===== src/rtl/cfg_port_map.vh =====
`ifndef CFG_PORT_MAP_VH
`define CFG_PORT_MAP_VH
// ----------------------------------------
// register byte offsets
// ----------------------------------------
`define OFS_CTRL          8'h00
`define OFS_LENGTH        8'h04
`define OFS_STATUS        8'h08
`define OFS_USER_IO       8'h0c
`define OFS_PIN_IN        8'h10
// ----------------------------------------
// control fields
// ----------------------------------------
`define CTRL_MODE_LO      0
`define CTRL_MODE_HI      1
`define CTRL_USRCLK_EN    2
`define CTRL_INITDONE_EN  3
`define CTRL_GOE_EN       4
`define CTRL_GCLR_EN      5
`define CTRL_DUAL_USER    6
`define CTRL_RESET        7'h00
`define MODE_PS           2'h0
`define MODE_FPP          2'h1
`define MODE_AS           2'h2
// ----------------------------------------
// status fields
// ----------------------------------------
`define ST_STATE_LO       0
`define ST_STATE_HI       2
`define ST_OVERFLOW       3
`define ST_COUNT_LO       16
`define LENGTH_RESET      16'h0010
`define USER_IO_RESET     16'h0000
// ----------------------------------------
// loader states
// ----------------------------------------
`define S_HOLD            3'h0
`define S_CONFIG          3'h1
`define S_INIT            3'h2
`define S_USER            3'h3
`define S_WAIT_CE         3'h4
// ----------------------------------------
// timing
// ----------------------------------------
`define HCLK_PERIOD_NS    10
`define AS_HALF_NS        40
`define INIT_TICKS        8'h20
`endif


===== src/rtl/config_data_port.v =====
// Functional notes
// - passive modes: capture data on config_clock rise
// - active serial: device drives config_clock out
// - after config tri-state clock; AS holds low
// - serial modes: one bit per clock
// - parallel mode: one byte per clock
// - serial modes: upper data pins stay tri-stated; passive serial with dual-user drives them after config
// - after passive config data pins become user
// - disabled option pins: user I/O, pulled up; pull-ups drop in user mode
// - user startup clock times initialization
// - init-done released while restart low/early
// - init-done driven low after first frame
// - init done: release init-done, enter user
// - global output enable low tri-states all I/O
// - global clear low clears all registers
// - config_loaded low until data complete
//
// Decided for this implementation: the address map and the AHB-Lite interface to the registers.
`include "cfg_port_map.vh"
`default_nettype none
module config_data_port
(
  input  wire        hclk,                 // system clock
  input  wire        hresetn,              // async reset, active low
  input  wire        hsel,                 // ahb select
  input  wire [31:0] haddr,                // ahb address
  input  wire [1:0]  htrans,               // ahb transfer type
  input  wire        hwrite,               // ahb write
  input  wire [2:0]  hsize,                // ahb size
  input  wire [31:0] hwdata,               // ahb write data
  input  wire        hready,               // ahb bus ready
  output wire        hreadyout,            // ahb slave ready
  output reg  [31:0] hrdata,               // ahb read data
  output wire        hresp,                // ahb response
  input  wire        config_clock_in,      // clock pin level
  output wire        config_clock_out,     // clock pin drive
  output wire        config_clock_oe,      // clock pin enable
  input  wire [7:0]  data_in,              // data pins, bit 0 serial
  output wire [7:0]  data_out,             // data pins user drive
  output wire [7:0]  data_oe,              // data pins enable
  input  wire        config_restart_n,     // restart, active low
  input  wire        chip_enable_n,        // chip enable, active low
  output wire        config_loaded_oe,     // open drain pull low
  output wire        init_done_oe,         // open drain pull low
  input  wire        user_startup_clock,   // optional startup clock
  input  wire        global_output_enable, // optional io enable
  input  wire        global_register_clear_n, // optional clear
  output wire [3:0]  option_pullup_en,     // weak pull-ups on
  output wire        device_clear_n,       // clear to device regs
  output wire        io_tristate_all,      // force all io off
  output wire [7:0]  cfg_byte,             // loaded config byte
  output wire        cfg_valid,            // byte available
  input  wire        cfg_ready,            // consumer takes byte
  output wire        user_mode             // device in user mode
);
  localparam integer AS_HALF_INT = `AS_HALF_NS / `HCLK_PERIOD_NS;
  localparam [7:0]   AS_HALF_CYC = AS_HALF_INT[7:0];
  function hit;
    input [7:0] a;
    input [7:0] ofs;
    hit = (a == ofs);
  endfunction
  // ----------------------------------------
  // pin synchronisers
  // ----------------------------------------
  reg [13:0] s1_reg;
  reg [13:0] s2_reg;
  reg [1:0]  s3_reg;
  always @(posedge hclk or negedge hresetn)
  begin
    if (!hresetn)
    begin
      s1_reg <= 14'h0000;
      s2_reg <= 14'h0000;
      s3_reg <= 2'h0;
    end
    else
    begin
      s1_reg <= {config_clock_in, user_startup_clock, config_restart_n,
                 chip_enable_n, global_output_enable,
                 global_register_clear_n, data_in};
      s2_reg <= s1_reg;
      s3_reg <= s2_reg[13:12];
    end
  end
  wire       clk_rise  = s2_reg[13] & ~s3_reg[1];
  wire       usr_rise  = s2_reg[12] & ~s3_reg[0];
  wire       restart_n = s2_reg[11];
  wire       ce_n      = s2_reg[10];
  wire       goe_pin   = s2_reg[9];
  wire       gclr_pin  = s2_reg[8];
  wire [7:0] din       = s2_reg[7:0];
  // ----------------------------------------
  // registers and ahb slave
  // ----------------------------------------
  reg [6:0]  ctrl_reg;
  reg [15:0] length_reg;
  reg [15:0] user_io_reg;
  reg [7:0]  addr_reg;
  reg        wr_reg;
  reg [2:0]  state_reg;
  reg [15:0] count_reg;
  reg        ovf_reg;
  wire [1:0] mode      = ctrl_reg[`CTRL_MODE_HI:`CTRL_MODE_LO];
  wire       goe_en    = ctrl_reg[`CTRL_GOE_EN];
  wire       gclr_en   = ctrl_reg[`CTRL_GCLR_EN];
  wire       gclr      = gclr_en & ~gclr_pin;
  wire       take      = hsel & hready & htrans[1];
  assign hreadyout = 1'b1;
  assign hresp     = 1'b0;
  always @(posedge hclk or negedge hresetn)
  begin
    if (!hresetn)
    begin
      addr_reg <= 8'h00;
      wr_reg   <= 1'b0;
      hrdata   <= 32'h0000_0000;
    end
    else
    begin
      wr_reg <= take & hwrite;
      if (take)
        addr_reg <= haddr[7:0];
      if (take & ~hwrite)
      begin
        if (hit(haddr[7:0], `OFS_CTRL))
          hrdata <= {25'h000_0000, ctrl_reg};
        else if (hit(haddr[7:0], `OFS_LENGTH))
          hrdata <= {16'h0000, length_reg};
        else if (hit(haddr[7:0], `OFS_STATUS))
          hrdata <= {count_reg, 12'h000, ovf_reg, state_reg};
        else if (hit(haddr[7:0], `OFS_USER_IO))
          hrdata <= {16'h0000, user_io_reg};
        else if (hit(haddr[7:0], `OFS_PIN_IN))
          hrdata <= {20'h0_0000, ce_n, restart_n, goe_pin, gclr_pin, din};
        else
          hrdata <= 32'h0000_0000;
      end
    end
  end

  // clear pin wipes length and user io registers too, option gated
  always @(posedge hclk or negedge hresetn)
  begin
    if (!hresetn)
    begin
      ctrl_reg    <= `CTRL_RESET;
      length_reg  <= `LENGTH_RESET;
      user_io_reg <= `USER_IO_RESET;
    end
    else if (gclr)
    begin
      length_reg  <= `LENGTH_RESET;
      user_io_reg <= `USER_IO_RESET;
    end
    else if (wr_reg)
    begin
      if (hit(addr_reg, `OFS_CTRL))
        ctrl_reg <= hwdata[6:0];
      if (hit(addr_reg, `OFS_LENGTH))
        length_reg <= hwdata[15:0];
      if (hit(addr_reg, `OFS_USER_IO))
        user_io_reg <= hwdata[15:0];
    end
  end
  // ----------------------------------------
  // two-entry output buffer
  // ----------------------------------------
  reg [7:0] buf_mem [0:1];
  reg       wp_reg;
  reg       rp_reg;
  reg [1:0] fill_reg;
  wire      buf_full  = fill_reg[1];
  wire      push;
  wire [7:0] push_byte;
  wire      pop = cfg_valid & cfg_ready;
  assign cfg_valid = (fill_reg != 2'h0);
  assign cfg_byte  = buf_mem[rp_reg];
  always @(posedge hclk or negedge hresetn)
  begin
    if (!hresetn)
    begin
      wp_reg     <= 1'b0;
      rp_reg     <= 1'b0;
      fill_reg   <= 2'h0;
      buf_mem[0] <= 8'h00;
      buf_mem[1] <= 8'h00;
    end
    else
    begin
      if (push)
      begin
        buf_mem[wp_reg] <= push_byte;
        wp_reg          <= ~wp_reg;
      end
      if (pop)
        rp_reg <= ~rp_reg;
      fill_reg <= fill_reg + {1'b0, push} - {1'b0, pop};
    end
  end
  // ----------------------------------------
  // loader
  // ----------------------------------------
  reg [7:0]  shift_reg;
  reg [2:0]  bit_reg;
  reg [7:0]  div_reg;
  reg        as_clk_reg;
  reg        frame1_reg;
  reg [7:0]  init_reg;
  reg [2:0]  state_next;
  wire       in_cfg   = (state_reg == `S_CONFIG);
  wire       as_mode  = (mode == `MODE_AS);
  // active serial pauses its own clock when the buffer is full
  wire       as_tick  = in_cfg & as_mode & ~buf_full &
                        (div_reg == AS_HALF_CYC - 8'h01);
  wire       as_fall  = as_tick & as_clk_reg;
  wire       edge_ok  = as_mode ? as_fall : clk_rise;
  wire       cap      = in_cfg & edge_ok;
  wire       serial   = (mode != `MODE_FPP);
  wire [7:0] ser_byte = {din[0], shift_reg[7:1]};
  wire       byte_done = cap & (~serial | (bit_reg == 3'h7));
  wire       last     = byte_done & (count_reg + 16'h0001 >= length_reg);
  wire       init_tick = ctrl_reg[`CTRL_USRCLK_EN] ? usr_rise : 1'b1;
  // a byte meeting a full buffer is dropped and flagged, never overwrites
  assign push      = byte_done & (~buf_full | pop);
  assign push_byte = serial ? ser_byte : din;
  always @*
  begin
    state_next = state_reg;
    case (state_reg)
      `S_HOLD:
        state_next = `S_WAIT_CE;
      `S_WAIT_CE:
        if (!ce_n)
          state_next = `S_CONFIG;
      `S_CONFIG:
        if (last)
          state_next = `S_INIT;
      `S_INIT:
        if (init_reg == `INIT_TICKS && init_tick)
          state_next = `S_USER;
      `S_USER:
        state_next = `S_USER;
      default:
        state_next = `S_HOLD;
    endcase
    if (!restart_n)
      state_next = `S_HOLD;
  end

  always @(posedge hclk or negedge hresetn)
  begin
    if (!hresetn)
    begin
      state_reg  <= `S_HOLD;
      shift_reg  <= 8'h00;
      bit_reg    <= 3'h0;
      count_reg  <= 16'h0000;
      ovf_reg    <= 1'b0;
      div_reg    <= 8'h00;
      as_clk_reg <= 1'b0;
      frame1_reg <= 1'b0;
      init_reg   <= 8'h00;
    end
    else
    begin
      state_reg <= state_next;
      if (state_next == `S_HOLD)
      begin
        bit_reg    <= 3'h0;
        count_reg  <= 16'h0000;
        ovf_reg    <= 1'b0;
        div_reg    <= 8'h00;
        as_clk_reg <= 1'b0;
        frame1_reg <= 1'b0;
        init_reg   <= 8'h00;
      end
      else
      begin
        if (cap)
        begin
          shift_reg <= ser_byte;
          bit_reg   <= bit_reg + 3'h1;
        end
        if (byte_done)
        begin
          count_reg  <= count_reg + 16'h0001;
          frame1_reg <= 1'b1;
          if (buf_full & ~pop)
            ovf_reg <= 1'b1;
        end
        if (in_cfg & as_mode & ~buf_full)
        begin
          div_reg <= as_tick ? 8'h00 : div_reg + 8'h01;
          if (as_tick)
            as_clk_reg <= ~as_clk_reg;
        end
        if (~in_cfg)
          as_clk_reg <= 1'b0;
        if (state_reg == `S_INIT && init_tick &&
            init_reg != `INIT_TICKS)
          init_reg <= init_reg + 8'h01;
      end
    end
  end

  // ----------------------------------------
  // pin drives
  // ----------------------------------------
  wire after_cfg = (state_reg == `S_INIT) | (state_reg == `S_USER);
  wire io_off    = goe_en & ~goe_pin;
  wire data_user = ~as_mode & after_cfg & ctrl_reg[`CTRL_DUAL_USER];

  assign user_mode        = (state_reg == `S_USER);
  // memory schemes park the clock low, host schemes let it float
  assign config_clock_out = as_clk_reg;
  assign config_clock_oe  = as_mode & (in_cfg | after_cfg);
  assign config_loaded_oe = ~after_cfg;
  assign init_done_oe     = ctrl_reg[`CTRL_INITDONE_EN] &
                            frame1_reg &
                            (state_reg != `S_USER);
  // serial schemes keep pins 7..1 released while loading
  assign data_out = user_io_reg[7:0];
  assign data_oe  = (data_user & ~io_off) ?
                    user_io_reg[15:8] : 8'h00;
  assign io_tristate_all  = io_off;
  assign device_clear_n   = ~gclr;
  assign option_pullup_en = {~ctrl_reg[`CTRL_GCLR_EN],
                             ~ctrl_reg[`CTRL_GOE_EN],
                             ~ctrl_reg[`CTRL_INITDONE_EN],
                             ~ctrl_reg[`CTRL_USRCLK_EN]} &
                            {4{~user_mode}};
endmodule
`default_nettype wire


===== config.mk =====
export PLATFORM = sky130hd
export DESIGN_NAME = config_data_port
export DESIGN_NICKNAME = d
export VERILOG_FILES = /design/src/rtl/config_data_port.v
export VERILOG_INCLUDE_DIRS = /design/src /design/src/rtl
export SDC_FILE = /design/constraint.sdc
export NUM_CORES = 1
export LEC_CHECK = 0
export BUFFER_PORTS_ARGS = -buffer_cell sky130_fd_sc_hd__buf_2
export CORE_MARGIN = 2
export CORE_UTILIZATION = 56
export CTS_CLUSTER_SIZE = 12
export DETAILED_ROUTE_END_ITERATION = 12
export GPL_TIMING_DRIVEN = 0
export PLACE_DENSITY = 0.8
export SLEW_MARGIN = 25
export SYNTH_ARGS = -nofsm -noshare
export SYNTH_HDL_FRONTEND = slang
export SYNTH_SLANG_ARGS = --single-unit

===== constraint.sdc =====
create_clock -name hclk -period 3.66 [get_ports hclk]
set_clock_uncertainty 0.05 [all_clocks]
set_input_delay 0.366 -clock hclk [delete_from_list [all_inputs] [get_ports hclk]]
set_output_delay 0.366 -clock hclk [all_outputs]
set_load 0.05 [all_outputs]

# Yosys cells after proc, flatten, opt, wreduce, memory -nomap -nowiden
# Cells that the tools add are included.
# op_classes
add_sub_neg	6
magnitude_cmp	4
eq_ne	19
muxes	44
bitwise	52
n_reduce_logical	23
# op_table
operator	count
$mux 16	9
$mux 32	3
$mux 8	11
$and 1x1->1	24
$eq 8x4->1 const B	3
$not 1->1	21
$mux 3	6
$reduce_bool 2->1	9
$add 16x1->16 const B	1
$add 8x1->8 const B	2
$bwmux 16	1
$eq 8x3->1 const B	2
$ge 16x16->1	1
$logic_not 8->1	2
$pmux 3 s5	1
$mux 12	1
$mux 1	11
$reduce_and 2->1	5
$demux 8 s1	1
$eq 8x2->1 const B	1
$eq 8x5->1 const B	1
$eq 8x6->1 const B	1
$ne 8x6->1 const B	1
$eq 3x2->1 const B	2
17 further kinds	28
# totals
register_bits	179
in_bits	89
output_inout_bits	70
wordCells	171

# Depth between registers and ports, before layout
# Gate-level depths: netlist of the first run.
# logic_depth
ltp_word	15
depth_mapped	12
depth_no_buf	11

# Worst setup path after synthesis of the first run
# Ideal clock, no wire load.
# synth_timing
kind	register -> register
startpoint	register as_clk_reg, in the netlist config_clock_out
endpoint	register fill_reg[1]
setup_ns	0.124
arrival_time_ns	2.642
required_ns	3.486
setup_slack_ns	0.844
path_stages_with_launch	11
path_buffers	1
path_cell_list	dfrtp_1 nor4bb_1 nand4_4 a21oi_2 buf_2 nand2_1 ha_1 inv_1 ha_1 xnor2_1 xnor2_1
# synth_between
elab_chain_cells	7
# synth_lines
item	line	source
start: declaration	config_data_port.v:207	reg as_clk_reg;
start signal: assignment	config_data_port.v:296	as_clk_reg <= ~as_clk_reg;
$and 1x1->1	config_data_port.v:216	wire as_fall = as_tick & as_clk_reg;
$mux 1	config_data_port.v:217	wire edge_ok = as_mode ? as_fall : clk_rise;
$and 1x1->1	config_data_port.v:218	wire cap = in_cfg & edge_ok;
$and 1x1->1	config_data_port.v:221	wire byte_done = cap & (~serial | (bit_reg == 3'h7));
$and 1x1->1	config_data_port.v:225	assign push = byte_done & (~buf_full | pop);
$add 2x1->2	config_data_port.v:198	fill_reg <= fill_reg + {1'b0, push} - {1'b0, pop};
$sub 2x1->2	config_data_port.v:198	
end signal: assignment	config_data_port.v:198	
end: declaration	config_data_port.v:172	reg [1:0] fill_reg;
# No other way between the ends.
# A chain may end at the register's enable or synchronous reset.

# Worst setup path in the final report of the first run
# layout_timing
startpoint	register state_reg[1]
endpoint	output port data_oe[3]
# layout_between
elab_chain_cells	6
# layout_lines
item	line	source
start: declaration	config_data_port.v:101	reg [2:0] state_reg;
start signal: assignment	config_data_port.v:255	state_reg <= `S_HOLD;
start signal: assignment	config_data_port.v:267	state_reg <= state_next;
$eq 3x2->1	n/a	
$or 1x1->1 (*)	config_data_port.v:310	wire after_cfg = (state_reg == `S_INIT) | (state_reg == `S_USER);
$and 1x1->1 (*) (2 in series)	config_data_port.v:312	wire data_user = ~as_mode & after_cfg & ctrl_reg[`CTRL_DUAL_USER];
$and 1x1->1 (*)	config_data_port.v:324	assign data_oe = (data_user & ~io_off) ?
$mux 8 (*)	config_data_port.v:324	
end: declaration	config_data_port.v:40	output wire [7:0] data_oe,
# Mark *: on every way between the ends. The rest lies on a longest branch, timed or not.

==> impl_metrics.ini, run 1 <==
[timing]
final_max_slew_viol_count = 0
finalCritPeriodShare_pct = 86.46
fmax_ghz = 0.3160
setup_viol = 0
fin_crit_ns = 3.164
worst_slew_pin_slew_ns = 1.052
maxSlewHeadroom_pct = 29.31
hold_viol_final = 0
rsz0062_at_grt = no

[cts]
path_clk_slew_ns = 0.07
root_buffer = clkbuf_16
cts-resized-gates = 0
clkLatencyLatePin_ns = 0.44
clockBufferDepth = 2
numCtsBuffers = 17
cts_setup_buffers = 0
cts_hold_buf = 15
h-tree-depth = 4
clock-sinks = 178
cts_tree = built

[global_routing]
grt_pass1_vias = 6465
grt_max_degree = 98
grt_usage_pct = 26.40
gr-total-overflow = 0
antenna_found_initial = 1
grt_first_pass_wirelength_mm = 32.98

[cells_and_area]
num_antenna_cells = 0
utilization_pct = 68.58
area_growth_pct = 19.06
drive_gt1_share_pct = 23.20
fin_nets = 1031
seqCellArea_mm2 = 0.004456
design_area_mm2 = 0.01004
nFillCells = 1090
top_register = hrdata
largest_register_ffs = 32
multiInputGateArea_mm2 = 0.003641

[drt]
first_iter_violations = 523
ant_nets = 0
drt-total-wl_mm = 20.64
wl_per_cell_um = 18.51
via_per_inst = 5.831
drtPass1Iterations = 5
num_vias = 6502
drc = 0

[yosys]
avgSynthCellArea_um2 = 10.94
synth_top_area_share_pct = 52.51
synth-edff-count = 0
synth-async-reset-ratio_pct = 100.0
ys.flop_type = dfrtp_1
syn_inst = 771
synth_commonest_cells = 177 x dfrtp_1, 95 x nor2_1, 54 x nand2_1
yosysMostFrequentCell = dfrtp_1
synth_top_area_cell = dfrtp_1
synth_area_mm2 = 0.008436
yosysSeqAreaShare_pct = 52.82
ys_ff_latch = 178
ys_top_cells_by_area = dfrtp_1 53%, mux2i_1 5.5%, mux2_2 4.5%
yosys_warnings = 0
synthDistinctLibCells = 68
synth_nets = 884

[min_path]
hp-class = in -> reg
hold_depth = 3

[power_and_ir_drop]
p_leak_uw = 0.004864
cellPowerDensity_mw_per_mm2 = 485.2
ir_drop_uv = 527.4

[worst_setup_path]
critPathRequiredTime_ns = 3.24
r2r_cells = 11
timing_worst_setup_path_type = reg -> out
slowest_stage = nor3_1
arrival_ns = 2.75
critPathMaxFanout = 8
max_stage_delay_ns = 0.88
cp-end-kind = primary output
cp-start-kind = register
worstPathCellList = nor2b_1 > inv_1 > nor3_1 > and2_1 > buf_2

[die]
fp.dieH_um = 126.7
placement_rows = 44
die_area_mm2 = 0.01606
initial_core_util_pct = 57.60
coreArea_mm2 = 0.01464
io_pins = 159
die_w_um = 126.7

[place]
portBuffers = 112
place.gp.congestion = 0.8560
dpl.hpwl_mm = 14.33
dpl_cell_area_mm2 = 0.009264

[status]
status = complete, no violations

[run]
maxCapViolations = 0
critical path, delay by kind of cell (launching register included):
kind	cells	cell delay, ns
flip-flops	1	0.48
buffers and inverters	2	0.44
AND/OR/NAND/NOR	3	1.40
per-layer routing:
metal	routed length (um)	up-vias	track usage, %
met5	13	-	0
met4	537	2	9.761
met3	1529	43	5.694
met1	8769	3213	35.76
li1	-	2974	-
met2	9788	270	42.35
logic make-up after synthesis:
group / synth area share [%]
other: 0.08903
adder cells (fa/ha/maj): 3.560
XOR/XNOR: 3.842
AND/OR/NAND/NOR: 15.26
AO/OA/AOI/OAI: 10.41
flip-flops: 52.82
buffers and inverters: 4.020
multiplexers: 9.997
metrics by stage:
step	hold slack (ns)	instances	TNS, ns	setup slack, ns	power [uW]
global route	0.1298	1115	0	0.2697	5029
finish	0.1250	1115	0	0.4955	4873
global placement	0.2817	1067	-98.61	-0.5699	2924
floorplan	0.02041	771	0	0.8439	2760
CTS	0.1183	1115	0	0.5000	4885
detailed placement	0.2847	1068	0	0.5558	2947
power breakdown:
group / internal [uW] / leakage [uW] / total (uW) / switching (uW)
clock: 1160 / 0.000296 / 1950 / 783
sequential: 2080 / 0.00233 / 2160 / 83.3
combinational: 259 / 0.00223 / 762 / 503
total: 3500 / 0.00486 / 4870 / 1370
path summary, 6_finish.rpt:
| path | startpoint | endpoint | slack [ns] |
|---|---|---|---|
| worst max-delay path | state_reg[1] | data_oe[3] | 0.50 |
| worst min-delay path | hwrite | wr_reg | 0.12 |
| worst max register to register | div_reg[0] | fill_reg[1] | 0.50 |
| worst min register to register | s1_reg[11] | s2_reg[11] | 0.30 |
| max in group asynchronous | hresetn | s2_reg[12] | 2.23 |
| min in group asynchronous | hresetn | hrdata[13] | 0.45 |
layout by cell type, fill, tap and decap left out, types with 15 or more instances in the layout:
master           n
nand2_1         54
xor2_1          18
clkbuf_1        29
nor2_1          95
ha_1            24
buf_2          118
mux2i_1         46
dfrtp_1        177
o21ai_0         25
and2_1          15
a22o_1          16
clkbuf_16       17
dlygate4sd3_1   15
mux2_2          34
inv_1           24
xnor2_1         19
a21oi_1         31
final cells by class:
class                      instances  area share, %
tap                              184          2.292
buffer                            50          2.479
clock inverter                    12          1.819
clock buffer                      20          4.447
multi-input combinational        519          36.25
inverter                          24         0.8970
sequential                       178          44.36
timing repair buffer             128          7.450
(Power assumes the default switching activity.)
==> run 2, diff against run 1 <==
CORE_UTILIZATION = 50   (was 56)
PLACE_DENSITY = 0.76   (was 0.8)
clock period = 2.7 ns   (was 3.66 ns; I/O delays follow)
==> run 2 against run 1 <==
- die area increased by 12%
- final cell count up 4.1%
- critical endpoint is now state_reg[0]
- critical path depth rose by 4
- worst setup slack got worse by 0.43 ns
- register-to-register slack worse by 0.43 ns
==> impl_metrics.ini, run 2 (same netlist as run 1, synthesis figures left out) <==
[timing]
fin_crit_ns = 2.636
finalCritPeriodShare_pct = 97.62
holdWs_ns = 0.03293
fmax_ghz = 0.3794
hold_viol_final = 0
final_max_slew_viol_count = 0
worst_slew_pin_slew_ns = 0.8914
maxSlewHeadroom_pct = 40.36
rsz0062_at_grt = yes
setup_viol = 0
worst_slack_ns = 0.06434

[worst_setup_path]
slowest_stage = or3_4
cp-end-kind = register
r2r_cells = 9
cp.depth = 9
max_stage_delay_ns = 0.46
cp-start-kind = register
critPathRequiredTime_ns = 3.02
crit_start = count_reg[1]
arrival_ns = 2.95
r2r-start = count_reg[1]
r2r-end = state_reg[0]
setup.worst_path.end = state_reg[0]
cpLargestDelayFamily = simple AND/OR/NAND/NOR gates
critPathMaxFanout = 5
crit_buf_inv = 0
rrSetupSlack_ns = 0.06
worstPathCellList = nand3_2 > or3_4 > nor2_4 > xor2_2 > ha_1 > and4_1 > a221o_1 > nand2_1 > a41o_1
timing_worst_setup_path_type = reg -> reg

[cells_and_area]
largest_register_ffs = 32
final_cell_mix = 172 x dfrtp_1, 116 x buf_2, 93 x nor2_1
layout.cells.most_common = dfrtp_1
multiInputGateArea_mm2 = 0.003770
seqCellArea_mm2 = 0.004462
utilization_pct = 62.80
drive_gt1_share_pct = 26.99
top_register = hrdata
num_antenna_cells = 0
area_growth_pct = 23.02
nFillCells = 1288
fin_nets = 1041

[die]
io_pins = 159
coreArea_mm2 = 0.01652
die_area_mm2 = 0.01793
placement_rows = 47
fp.dieH_um = 133.9
initial_core_util_pct = 51.05
die_w_um = 133.9

[drt]
num_vias = 6499
first_iter_violations = 453
drtPass1Iterations = 7
wl_per_cell_um = 17.88
via_per_inst = 5.598
drt-total-wl_mm = 20.76
ant_nets = 0
drc = 0

[place]
place_ws_ns = -0.3229
dpl.hpwl_mm = 14.56
place.gp.congestion = 0.8620
portBuffers = 112

[cts]
clkLatencyLatePin_ns = 0.43
numCtsBuffers = 17
path_clk_slew_ns = 0.07
clock-sinks = 178
cts_tree = built
root_buffer = clkbuf_16
h-tree-depth = 4
clockBufferDepth = 2

[run]
maxCapViolations = 0

[global_routing]
grt_usage_pct = 24.50
antenna_found_initial = 0
grt_max_degree = 79
grt_pass1_vias = 6495
grt_first_pass_wirelength_mm = 34.12
gr-total-overflow = 0

[power_and_ir_drop]
cellPowerDensity_mw_per_mm2 = 645.2
p_leak_uw = 0.004967
ir_drop_uv = 867.6

[min_path]
hp-class = in -> reg
holdCritStartpoint = hwrite

[status]
status = complete, no violations
-- run 2: changes by cell type in the layout (fill, tap and decap cells not counted), moves of 3 or more --
cell | before | now
inv_6 | 0 | 4
dfrtp_1 | 177 | 172
ha_1 | 24 | 21
clkbuf_1 | 29 | 24
dfrtp_2 | 0 | 5
buf_4 | 12 | 24
-- run 2: worst min-delay path by stage --
| stage | end | slack, ns | cells past startpoint |
|---|---|---|---|
| floorplan | addr_reg[0] | -0.08 | 0 |
| global placement | s2_reg[10] | 0.28 | 0 |
| detailed placement | hrdata[13] | 0.1 | 1 |
| CTS | wr_reg | 0.02 | 3 |
| global route | addr_reg[1] | 0.03 | 2 |
| finish | wr_reg | 0.03 | 3 |
-- run 2: final cells by class --
class	count	area share, %
Sequential cell	178	42.99
Timing Repair Buffer	142	8.536
Clock inverter	13	1.881
Inverter	24	0.8681
Buffer	46	2.375
Clock buffer	19	4.365
Multi-Input combinational cell	519	36.33
Tap cell	220	2.653
-- run 2: worst min-delay path, stage by stage --
cell	delay [ns]
buf_2	0.11
inv_1	0.06
nor2_1	0.04
-- run 2: repair_timing --
item,CTS,global route
pin swaps,10,5
resized for setup,21,9
hold buffers,15,0
setup endpoints to repair,12,11
hold endpoints to repair,48,0
buffers inserted,7,6
-- run 2: report_power, final --
group | leakage, uW | internal [uW] | switching [uW] | total [uW]
registers | 0.00233 | 2820 | 114 | 2930
clock network | 0.000307 | 1610 | 1090 | 2710
logic | 0.00233 | 366 | 690 | 1060
total | 0.00497 | 4800 | 1890 | 6700
-- run 2: stage by stage --
| step | setup TNS (ns) | area (um2) | power (uW) | cells |
|---|---|---|---|---|
| after global placement | -258.04 | 9279 | 3976 | 1103 |
| after detailed placement | -1.087 | 9344 | 4007 | 1105 |
| after CTS | -0.01510 | 10280 | 6710 | 1156 |
| after floorplan | 0 | 8443 | 3744 | 771 |
| after global routing | -0.05090 | 10380 | 6961 | 1161 |
| final | 0 | 10380 | 6696 | 1161 |
-- run 2: per-layer routing --
| layer | vias to the layer above | routed length [um] | global-route usage [%] |
|---|---|---|---|
| met5 | - | 0 | 0 |
| met4 | 0 | 558 | 9.161 |
| met3 | 41 | 1539 | 5.367 |
| met2 | 261 | 9850 | 38.15 |
| met1 | 3195 | 8809 | 33.89 |
| li1 | 3002 | - | - |
==> run 3, diff against run 2 <==
CORE_UTILIZATION = 52   (was 50)
CTS_BUF_LIST = sky130_fd_sc_hd__clkbuf_8   (was unset)
PLACE_DENSITY = 0.79   (was 0.76)
==> run 3 against run 2 <==
- register-to-register slack got worse by 0.03 ns
- hold slack got worse by 0.019 ns
- clock power fell by 25%
- sequential share of layout area rose by 0.57 points
- non-clock buffer count rose by 8
- final cell count rose by 0.43%
- maximum frequency fell by 1.2%
- total power fell by 9.8%
- die area fell by 3.7%
- utilization rose by 1.8 points
==> impl_metrics.ini, run 3 (same netlist as run 1, synthesis figures left out) <==
[status]
status = complete, no violations

[place]
dpl.hpwl_mm = 14.55
place.gp.congestion = 0.8769
dp.cells = 1101
portBuffers = 112
place_ws_ns = -0.4165

[min_path]
hp-class = in -> reg

[die]
die_area_mm2 = 0.01726
io_pins = 159
initial_core_util_pct = 53.10
placement_rows = 46
coreArea_mm2 = 0.01589
fp.dieH_um = 131.4
die_w_um = 131.4

[timing]
holdWs_ns = 0.01418
setup_tns_ns = 0
worst_slew_pin_slew_ns = 0.8065
maxSlewHeadroom_pct = 46.09
rsz0062_at_grt = yes
final_max_slew_viol_count = 0
fmax_ghz = 0.3749
worst_slack_ns = 0.03262
fin_crit_ns = 2.667
hold_viol_final = 0
finalCritPeriodShare_pct = 98.79
setup_viol = 0

[power_and_ir_drop]
combPwrFrac_pct = 17.6
ir_drop_uv = 751.2
clockPowerShare_pct = 33.7
seqPwrFrac_pct = 48.6
cellPowerDensity_mw_per_mm2 = 588.8
p_sw_share_pct = 30.24
net-switching-power_uw = 1827
p_int_uw = 4214
p_leak_uw = 0.004912

[worst_setup_path]
timing_worst_setup_path_type = reg -> reg
critPathRequiredTime_ns = 3.05
max_stage_delay_ns = 0.43
cp-start-kind = register
arrival_ns = 3.02
cpMostUsedCell = ha_4
r2r-start = count_reg[1]
cp-end-kind = register
r2r-end = state_reg[0]
worstPathCellList = ha_4 > and3_4 > buf_6 > nand3_2 > or3_4 > xnor2_4 > ha_4 > a21oi_2 > nand2_1 > a21o_1 > a41oi_2 > a41o_1
setup.worst_path.end = state_reg[0]
r2r_cells = 12
crit_start = count_reg[1]
rrSetupSlack_ns = 0.03
critPathMaxFanout = 6
slowest_stage = or3_4

[global_routing]
gr-total-overflow = 0
antenna_found_initial = 0
grt_pass1_vias = 6504
grt_usage_pct = 24.67
grt_first_pass_wirelength_mm = 33.54
grt_max_degree = 73

[drt]
wl_per_cell_um = 17.92
drtPass1Iterations = 5
drt-total-wl_mm = 20.90
ant_nets = 0
num_vias = 6520
via_per_inst = 5.592
first_iter_violations = 429
drc = 0

[cells_and_area]
fin_nets = 1049
final_cell_mix = 165 x dfrtp_1, 116 x buf_2, 92 x nor2_1
top_register = hrdata
nFillCells = 1234
utilization_pct = 64.60
area_growth_pct = 21.64
largest_register_ffs = 32
layout.cells.most_common = dfrtp_1
drive_gt1_share_pct = 27.71
layout.cells.non_filler = 1166

[cts]
cts_tree = built
clkLatencyLatePin_ns = 0.47
numCtsBuffers = 17
h-tree-depth = 4
clockBufferDepth = 2
clock-sinks = 178
root_buffer = clkbuf_8
path_clk_slew_ns = 0.10

[run]
maxCapViolations = 0
[run 3: what timing repair did]
item                                   CTS  global route
setup buffers                            9             6
pin swaps                                9            12
gates cloned                             0             0
setup endpoints to repair               12             4
hold buffers                            21             0
gates resized for setup                 20            19
endpoints found under the hold margin   81             0
[run 3: through the flow]
stage               instance area (um2)  power (uW)
floorplan                          8443        3744
global placement                   9274        3967
detailed placement                 9339        4004
CTS                               10130        6047
global route                      10260        6274
finish                            10260        6041
[run 3: how the worst min path moves through the flow]
stage                     from              to  slack (ns)  depth (start not counted)
finish              hwdata[15]  length_reg[15]        0.01                          3
global route          haddr[7]     addr_reg[7]       0.009                          2
CTS                   haddr[7]     addr_reg[7]       0.002                          2
detailed placement     hresetn      hrdata[13]        0.12                          1
global placement     s1_reg[6]       s2_reg[6]        0.28                          0
floorplan              hresetn     addr_reg[0]       -0.08                          0
[run 3: layer usage]
metal,up-vias,part of all wire [%],GRT usage [%]
li1,3022,-,-
met1,3226,43,32.90
met2,223,48,39.44
met3,49,6.3,5.440
met4,0,2.9,10.02
met5,-,0,0
[run 3: final cells by class]
| cell class | instances | area [um2] | area share, % |
|---|---|---|---|
| multi-input cells | 519 | 3785 | 36.89 |
| diodes | 1 | 2.502 | 0.02439 |
| clock buffers | 17 | 234.0 | 2.280 |
| repair buffers | 150 | 960.9 | 9.365 |
| inverters | 24 | 90.09 | 0.8779 |
| well taps | 216 | 270.3 | 2.634 |
| flip-flops and latches | 178 | 4471 | 43.57 |
| plain buffers | 46 | 242.7 | 2.366 |
| clock inverters | 15 | 205.2 | 2.000 |
[run 3: critical path, delay by kind of cell, from the launching register on]
| family | cells | cell delay (ns) |
|---|---|---|
| buffers and inverters | 1 | 0.12 |
| AOI/OAI and AO/OA | 4 | 0.71 |
| xor gates and xnor gates | 1 | 0.20 |
| adders and majority gates | 2 | 0.38 |
| and+or+nand+nor | 4 | 0.73 |
| DFF | 1 | 0.42 |
[run 3: power by group through the flow]
stage / Sequential, uW / Combinational (uW) / Clock (uW)
floorplan: 2950 / 793 / 0
global placement: 2970 / 992 / 0
detailed placement: 2980 / 1020 / 0
CTS: 2930 / 1050 / 2060
global route: 2960 / 1150 / 2170
finish: 2940 / 1060 / 2040
